`config.mk`:
```
export PLATFORM = sky130hd
export DESIGN_NAME = event_counter_input_select
export DESIGN_NICKNAME = d
export VERILOG_FILES = /design/src/hw/event_counter_pkg.sv /design/src/hw/event_counter_input_select.sv
export SDC_FILE = /design/constraint.sdc
export NUM_CORES = 1
export LEC_CHECK = 0
export BUFFER_PORTS_ARGS = -buffer_cell sky130_fd_sc_hd__buf_2
export CAP_MARGIN = 40
export CORE_MARGIN = 1.5
export CORE_UTILIZATION = 50
export CTS_CLUSTER_SIZE = 12
export DETAILED_ROUTE_END_ITERATION = 10
export PLACE_DENSITY = 0.83
export SLEW_MARGIN = 30
export SYNTH_ARGS = -nofsm -noshare
export SYNTH_HDL_FRONTEND = slang
export SYNTH_SLANG_ARGS = --single-unit
```
`constraint.sdc`:
```
create_clock -name sys_clk -period 2.8 [get_ports sys_clk]
set_input_delay 0.14 -clock sys_clk [delete_from_list [all_inputs] [get_ports sys_clk]]
set_output_delay 0.14 -clock sys_clk [all_outputs]
set_load 0.05 [all_outputs]
```
`src/hw/event_counter_pkg.sv`:
```
// Package for the event counter input selection block.
// Assumes an APB master with 32-bit data; one register per aligned word.
package event_counter_pkg;

    // Register byte offsets
    localparam logic [7:0] OFFS_EDGE_SELECT  = 8'h00;
    localparam logic [7:0] OFFS_CLOCK_CTRL   = 8'h04;
    localparam logic [7:0] OFFS_COUNT_STATUS = 8'h08;
    localparam logic [7:0] OFFS_CASCADE_CTRL = 8'h0c;

    // Reset values
    localparam logic [7:0] RESET_EDGE_SELECT = 8'h00;
    localparam logic [7:0] RESET_CLOCK_CTRL  = 8'h00;
    localparam logic [7:0] RESET_COUNT       = 8'h00;

    // Field positions, edge select register
    localparam int POS_HIGH_EDGE = 6;
    localparam int POS_LOW_EDGE  = 4;
    localparam int POS_IRQ_EDGE  = 2;
    localparam int POS_PWM_EN    = 1;

    // Field positions, clock control register
    localparam int POS_HIGH_CLK = 6;
    localparam int POS_LOW_CLK  = 4;
    localparam int POS_PWM_CLK  = 1;

    // Edge select codes
    localparam logic [1:0] EDGE_FALL = 2'h0;
    localparam logic [1:0] EDGE_RISE = 2'h1;
    localparam logic [1:0] EDGE_BOTH = 2'h2;

    // Count source codes
    localparam logic [1:0] SRC_PIN  = 2'h0;
    localparam logic [1:0] SRC_DIV2 = 2'h1;
    localparam logic [1:0] SRC_DIV4 = 2'h2;
    localparam logic [1:0] SRC_DIV8 = 2'h3;

    // Divider exponents (divide by 2**n)
    localparam logic [2:0] LOG_DIV2  = 3'h1;
    localparam logic [2:0] LOG_DIV4  = 3'h2;
    localparam logic [2:0] LOG_DIV8  = 3'h3;
    localparam logic [2:0] LOG_DIV16 = 3'h4;
    localparam logic [2:0] LOG_DIV32 = 3'h5;
    localparam logic [2:0] LOG_DIV64 = 3'h6;

    localparam int PRESCALE_WIDTH = 6;
    localparam logic [PRESCALE_WIDTH-1:0] RESET_PRESCALE = 6'h00;

endpackage : event_counter_pkg

```
`src/hw/event_counter_input_select.sv`:
```
// Edge sensing, count source selection and PWM clock selection for the event counter.
// Assumes pins synchronous to sys_clk and an APB master with zero-wait-tolerant timing.
//
// Implementation choices: the placing of the registers and the APB register port.
`timescale 1ns/1ps

// Overview of operation
// - Bits 7:6 pick high pin sensed edge
// - Bits 5:4 pick low pin sensed edge
// - Bits 3:2 pick irq pin sensed edge
// - Bit 1 runs PWM, deselects irq pin
// - High source: pin, clock/2, clock/4
// - Low source: pin, /2, /4, /8
// - PWM clock divides by 4 to 64
// - High: low overflow or clock/8 too
module event_counter_input_select
(
    input  wire logic        sys_clk,
    input  wire logic        rst_n,
    input  wire logic        psel,
    input  wire logic        penable,
    input  wire logic        pwrite,
    input  wire logic [7:0]  paddr,
    input  wire logic [31:0] pwdata,
    output logic             pready,
    output logic [31:0]      prdata,
    output logic             pslverr,
    input  wire logic        high_event_pin,
    input  wire logic        low_event_pin,
    input  wire logic        event_irq_enable_pin,
    output logic             high_count_tick,
    output logic             low_count_tick,
    output logic             low_overflow,
    output logic             irq_event,
    output logic             pwm_clk_tick,
    output logic             counter_pwm_enable,
    output logic [7:0]       high_event_count,
    output logic [7:0]       low_event_count
);

    logic [7:0]                                    input_edge_select;
    logic [7:0]                                    counter_clock_control;
    logic                                          cascade_enable;
    logic [7:0]                                    next_input_edge_select;
    logic [7:0]                                    next_counter_clock_control;
    logic                                          next_cascade_enable;
    logic [31:0]                                   next_prdata;
    logic                                          next_pslverr;
    logic [event_counter_pkg::PRESCALE_WIDTH-1:0]  prescale;
    logic [event_counter_pkg::PRESCALE_WIDTH-1:0]  next_prescale;
    logic                                          high_pin_prev;
    logic                                          low_pin_prev;
    logic                                          irq_pin_prev;
    logic [7:0]                                    next_high_event_count;
    logic [7:0]                                    next_low_event_count;
    logic                                          next_high_tick;
    logic                                          next_low_tick;
    logic                                          next_low_overflow;
    logic                                          next_irq_event;
    logic                                          next_pwm_tick;
    logic                                          wr_strobe;
    logic                                          rd_setup;
    logic [1:0]                                    high_edge;
    logic [1:0]                                    low_edge;
    logic [1:0]                                    irq_edge;
    logic [1:0]                                    high_src;
    logic [1:0]                                    low_src;
    logic [2:0]                                    pwm_sel;
    logic [2:0]                                    pwm_log;

    // True when the pin moved in the direction the code asks for; 11 senses nothing
    function automatic logic edge_hit(input logic prev, input logic cur, input logic [1:0] sel);
        logic hit;
        hit = 1'b0;
        unique case (sel)
            event_counter_pkg::EDGE_FALL: hit = prev & ~cur;
            event_counter_pkg::EDGE_RISE: hit = ~prev & cur;
            event_counter_pkg::EDGE_BOTH: hit = prev ^ cur;
            default:                      hit = 1'b0;
        endcase
        return hit;
    endfunction : edge_hit

    // One cycle in every 2**n of the free prescaler
    function automatic logic div_tick(input logic [event_counter_pkg::PRESCALE_WIDTH-1:0] pre,
                                      input logic [2:0] n);
        logic [event_counter_pkg::PRESCALE_WIDTH-1:0] mask;
        mask = ~({event_counter_pkg::PRESCALE_WIDTH{1'b1}} << n);
        return (pre & mask) == mask;
    endfunction : div_tick

    // Field decode
    assign high_edge          = input_edge_select[event_counter_pkg::POS_HIGH_EDGE +: 2];
    assign low_edge           = input_edge_select[event_counter_pkg::POS_LOW_EDGE +: 2];
    assign irq_edge           = input_edge_select[event_counter_pkg::POS_IRQ_EDGE +: 2];
    assign counter_pwm_enable = input_edge_select[event_counter_pkg::POS_PWM_EN];
    assign high_src           = counter_clock_control[event_counter_pkg::POS_HIGH_CLK +: 2];
    assign low_src            = counter_clock_control[event_counter_pkg::POS_LOW_CLK +: 2];
    assign pwm_sel            = counter_clock_control[event_counter_pkg::POS_PWM_CLK +: 3];

    // APB strobes; every access completes in its first access cycle
    assign wr_strobe = psel & penable & pwrite;
    assign rd_setup  = psel & ~penable;
    assign pready    = psel & penable;

    // Register writes in the access cycle, read data capture in the setup cycle
    always_comb
    begin
        next_input_edge_select     = input_edge_select;
        next_counter_clock_control = counter_clock_control;
        next_cascade_enable        = cascade_enable;
        next_prdata                = prdata;
        next_pslverr               = pslverr;
        if (wr_strobe && !pslverr)
        begin
            unique case (paddr)
                event_counter_pkg::OFFS_EDGE_SELECT:  next_input_edge_select = pwdata[7:0];
                event_counter_pkg::OFFS_CLOCK_CTRL:   next_counter_clock_control = pwdata[7:0];
                event_counter_pkg::OFFS_CASCADE_CTRL: next_cascade_enable = pwdata[0];
                default:                              next_cascade_enable = cascade_enable;
            endcase
        end
        if (rd_setup)
        begin
            next_pslverr = 1'b0;
            unique case (paddr)
                event_counter_pkg::OFFS_EDGE_SELECT:  next_prdata = {24'h000000, input_edge_select};
                event_counter_pkg::OFFS_CLOCK_CTRL:   next_prdata = {24'h000000, counter_clock_control};
                event_counter_pkg::OFFS_COUNT_STATUS:
                    next_prdata = {16'h0000, high_event_count, low_event_count};
                event_counter_pkg::OFFS_CASCADE_CTRL: next_prdata = {31'h00000000, cascade_enable};
                default:
                begin
                    next_prdata  = 32'h00000000;
                    next_pslverr = 1'b1;
                end
            endcase
            // Writes to the read-only count word are refused
            if (pwrite && paddr == event_counter_pkg::OFFS_COUNT_STATUS)
            begin
                next_pslverr = 1'b1;
            end
        end
    end

    always_ff @(posedge sys_clk)
    begin
        if (!rst_n)
        begin
            input_edge_select     <= event_counter_pkg::RESET_EDGE_SELECT;
            counter_clock_control <= event_counter_pkg::RESET_CLOCK_CTRL;
            cascade_enable        <= 1'b0;
            prdata                <= 32'h00000000;
            pslverr               <= 1'b0;
        end
        else
        begin
            input_edge_select     <= next_input_edge_select;
            counter_clock_control <= next_counter_clock_control;
            cascade_enable        <= next_cascade_enable;
            prdata                <= next_prdata;
            pslverr               <= next_pslverr;
        end
    end

    // PWM divider select; middle bit ignored when the top bit is set
    always_comb
    begin
        pwm_log = event_counter_pkg::LOG_DIV4;
        if (pwm_sel[2])
        begin
            pwm_log = pwm_sel[0] ? event_counter_pkg::LOG_DIV64 : event_counter_pkg::LOG_DIV32;
        end
        else
        begin
            unique case (pwm_sel[1:0])
                2'h1:    pwm_log = event_counter_pkg::LOG_DIV4;
                2'h2:    pwm_log = event_counter_pkg::LOG_DIV8;
                2'h3:    pwm_log = event_counter_pkg::LOG_DIV16;
                default: pwm_log = event_counter_pkg::LOG_DIV4;
            endcase
        end
    end

    // Prescaler, edge sensing, source select and counting
    always_comb
    begin
        next_prescale     = prescale + 6'h01;
        next_low_tick     = 1'b0;
        next_high_tick    = 1'b0;
        unique case (low_src)
            event_counter_pkg::SRC_PIN:  next_low_tick = edge_hit(low_pin_prev, low_event_pin, low_edge);
            event_counter_pkg::SRC_DIV2: next_low_tick = div_tick(prescale, event_counter_pkg::LOG_DIV2);
            event_counter_pkg::SRC_DIV4: next_low_tick = div_tick(prescale, event_counter_pkg::LOG_DIV4);
            event_counter_pkg::SRC_DIV8: next_low_tick = div_tick(prescale, event_counter_pkg::LOG_DIV8);
        endcase
        next_low_overflow = next_low_tick && low_event_count == 8'hff;
        if (cascade_enable)
        begin
            next_high_tick = next_low_overflow;
        end
        else
        begin
            unique case (high_src)
                event_counter_pkg::SRC_PIN:
                    next_high_tick = edge_hit(high_pin_prev, high_event_pin, high_edge);
                event_counter_pkg::SRC_DIV2: next_high_tick = div_tick(prescale, event_counter_pkg::LOG_DIV2);
                event_counter_pkg::SRC_DIV4: next_high_tick = div_tick(prescale, event_counter_pkg::LOG_DIV4);
                event_counter_pkg::SRC_DIV8: next_high_tick = div_tick(prescale, event_counter_pkg::LOG_DIV8);
            endcase
        end
        next_low_event_count  = low_event_count + {7'h00, next_low_tick};
        next_high_event_count = high_event_count + {7'h00, next_high_tick};
        // Irq pin only sensed while the PWM is halted
        next_irq_event = ~counter_pwm_enable & edge_hit(irq_pin_prev, event_irq_enable_pin, irq_edge);
        // PWM clock only ticks while the PWM runs
        next_pwm_tick  = counter_pwm_enable & div_tick(prescale, pwm_log);
    end

    always_ff @(posedge sys_clk)
    begin
        if (!rst_n)
        begin
            prescale         <= event_counter_pkg::RESET_PRESCALE;
            high_pin_prev    <= 1'b0;
            low_pin_prev     <= 1'b0;
            irq_pin_prev     <= 1'b0;
            high_event_count <= event_counter_pkg::RESET_COUNT;
            low_event_count  <= event_counter_pkg::RESET_COUNT;
            high_count_tick  <= 1'b0;
            low_count_tick   <= 1'b0;
            low_overflow     <= 1'b0;
            irq_event        <= 1'b0;
            pwm_clk_tick     <= 1'b0;
        end
        else
        begin
            prescale         <= next_prescale;
            high_pin_prev    <= high_event_pin;
            low_pin_prev     <= low_event_pin;
            irq_pin_prev     <= event_irq_enable_pin;
            high_event_count <= next_high_event_count;
            low_event_count  <= next_low_event_count;
            high_count_tick  <= next_high_tick;
            low_count_tick   <= next_low_tick;
            low_overflow     <= next_low_overflow;
            irq_event        <= next_irq_event;
            pwm_clk_tick     <= next_pwm_tick;
        end
    end

endmodule : event_counter_input_select

```
==> flow_metrics.tcl <==
set metrics [dict create \
    viasPerCell 5.36 \
    first_pass_iters 4 \
    seq_area_frac_synth_pct 43.0 \
    yosysWarnings 0 \
    cts.sinks 64 \
    routabilityCongestion 0.895 \
    met2_length_mm 2.81 \
    cp_slowest_stage_delay_ps 430 \
    finClkSkew_ps 8.76 \
    final_layout_size_suffix_gt1_share_pct 21.5 \
    die_h_um 80.2 \
    antenna_cells 0 \
    cp-end-kind "register" \
    hold_class "in2reg" \
    placedCellCount 447 \
    die_area_mm2 0.00643 \
    path_cells "ha_1 -> nand3_1 -> a31oi_1 -> o41a_1 -> a32o_1 -> ha_1 -> and3_1 -> nand3_1 -> xnor2_1 -> and2_1" \
    p_leak_uw 0.00154 \
    grt_max_degree 43 \
    clk_latency_ps 350 \
    holdBufCountCts 0 \
    critPathKind "reg2reg" \
    drc_errors 0 \
    routed_wl_mm 6.22 \
    cp.required_ps 3040 \
    grt_pass1_vias 2162 \
    dp_hpwl_mm 4.55 \
    rsz0062_at_grt "false" \
    p_comb_share_pct 8.3 \
    ys_ff_latch 64 \
    avgSynthCellArea_um2 9.11 \
    internal_power_uw 1490 \
    synth_cell_types 44 \
    start_kind "register" \
    totalNegativeSetupSlack_ps 0 \
    area_delta_synth_final_pct 17.1 \
    power_frac_seq_pct 47.2 \
    fin_nets 446 \
    final_common_cell "dfxtp_1" \
    maxCapViolations 0 \
    arrival_ps 2630 \
    crit_path_top_delay_cell "dfxtp_1" \
    port_buffers 63 \
    final_cell_mix "64 x dfxtp_1, 63 x buf_2, 27 x nand3_1" \
    cts_buffer_depth 2 \
    path_max_fanout 6 \
    wl_met1_mm 2.86 \
    finalSetupViolations 0 \
    postCtsSetupRepairBufs 0 \
    status "complete, no violations" \
    root_buffer "clkbuf_8" \
    relSlewSlack_pct 53.4 \
    post_drt_wl_per_cell_um 13.4 \
    htree_levels 3 \
    grt_pass1_wl_mm 9.77 \
    topRoutingLayerUsed "met4" \
    drv_slew 0 \
    cts_buffers 9 \
    instances_no_fill 463 \
    max_freq_mhz 419 \
    finalHoldViolCount 0 \
    fillers 487 \
    core_area_mm2 0.00564 \
    p_per_area_mw_per_mm2 565 \
    fin_crit_ps 2380 \
    drt_iter0_markers 270 \
    antenna_found_initial 0 \
    clkPwrFrac_pct 44.5 \
    ioPinCount 104 \
    peakVddDrop_uv 421 \
    wl_met3_um 445 \
    grtUsageTotal_pct 20.0 \
    p_sw_share_pct 24.6 \
    grt_overflow 0 \
    cts.repair.resized 0 \
    fin_crit_sh_pct 85.2 \
    num_rows 27 \
    ant_nets 0 \
    vias 2481 \
    clk_pin_slew_ps 70 \
    syn_area_mm2 0.00298 \
    cts_tree "done" \
    tightest_slew_ps 697 \
    die_w_um 80.2 \
    start_util_pct 52.8 \
    power.switching_uw 484 \
    synthCells 327 \
]
## power groups by stage
stage	Sequential, µW	Combinational (µW)	Clock, µW
3_5_place_dp	950	162	0
6_report	930	163	877
3_3_place_gp	949	159	0
4_1_cts	930	163	886
2_1_floorplan	963	127	0
5_1_grt	930	175	933
## routing by layer
layer | up-vias | global-route usage [%]
li1 | 1217 | -
met1 | 1153 | 26.2
met2 | 99 | 30.2
met3 | 12 | 6.82
met4 | 0 | 8.10
met5 | - | 0
## per-stage QoR
stage	worst slack [ps]	area (µm²)	hold slack, ps	power, µW	util, %
floorplan	581	3030	262	1090	-
global placement	543	3270	377	1110	57.9
detailed placement	442	3270	383	1110	57.9
CTS	428	3490	25.6	1980	61.8
global route	280	3490	19.3	2040	61.8
finish	415	3490	28.9	1970	61.8
## sequential cells by signal, summed over array words and instances (netlist names), 6 cells and up
register and count:
counter_clock_control 8, prescale 6, high_event_count 8, low_event_count 8, input_edge_select 8, prdata 16
## cell type report
type	count	area [µm²]	area share [%]
inverters	9	33.8	0.969
multi-input cells	238	1540	44.1
flip-flops and latches	64	1280	36.7
clock buffers	11	141	4.05
clock inverters	5	80.1	2.30
repair buffers	64	323	9.26
well taps	72	90.1	2.58
## Yosys cell counts
master,instances,area (µm²)
nor2_1,12,45.0
conb_1,1,3.75
a22oi_1,9,67.6
a32o_1,1,10.0
dfxtp_1,64,1280
a22o_1,1,8.76
nand3b_1,1,7.51
or4_4,1,11.3
a31oi_1,1,6.26
nor4_2,1,12.5
nand2_1,21,78.8
a2111oi_4,1,27.5
buf_4,16,120
a21boi_1,2,15.0
nand2b_1,6,37.5
a2111o_1,1,11.3
and3b_1,1,8.76
nor2b_1,12,75.1
and2_1,25,156
ha_1,12,150
o21ai_1,24,120
a211oi_1,1,7.51
inv_1,9,33.8
mux2i_1,9,90.1
o41a_1,1,11.3
a21oi_1,12,60.1
nor3b_1,1,7.51
mux4_2,1,22.5
o21ai_0,5,25.0
or3_1,2,12.5
xor2_1,4,35.0
and3_1,5,31.3
nor4bb_1,1,10.0
xnor2_1,10,87.6
and2b_1,1,7.51
nand3_1,27,135
buf_2,4,20.0
nor3_1,2,10.0
and4b_1,2,20.0
nor4_4,1,21.3
nand4_1,4,25.0
buf_1,1,3.75
a2111oi_0,1,8.76
clkbuf_1,10,37.5
## logic make-up after synthesis
family	Yosys count	synth area share, %
AND/OR/NAND/NOR	126	23.9
flip-flops	64	43.0
AO/OA/AOI/OAI	60	12.7
buffers and inverters	40	7.23
XOR/XNOR	14	4.12
adder cells (fa/ha/maj)	12	5.04
multiplexers	10	3.78
other	1	0.126
## worst max-delay path: cells and delay by family (launching register included)
kind / cells / cell delay (ps)
compound gates: 3 / 700
xor+xnor: 1 / 140
flops: 1 / 430
simple gates: 4 / 610
fa+ha+maj: 2 / 420
## path summary, 6_finish.rpt
path / start / endpoint / slack (ps) / cells past startpoint
setup / recovery: prescale[0]$_SDFF_PN0_ / high_event_count[7]$_SDFF_PN0_ / 420 / 10
hold reg to reg: prdata[4]$_SDFFE_PN0P_ / prdata[4]$_SDFFE_PN0P_ / 460 / 2
setup reg to reg: prescale[0]$_SDFF_PN0_ / high_event_count[7]$_SDFF_PN0_ / 420 / 10
hold / removal: event_irq_enable_pin / irq_pin_prev$_SDFF_PN0_ / 30 / 2
(Power assumes the default switching activity.)
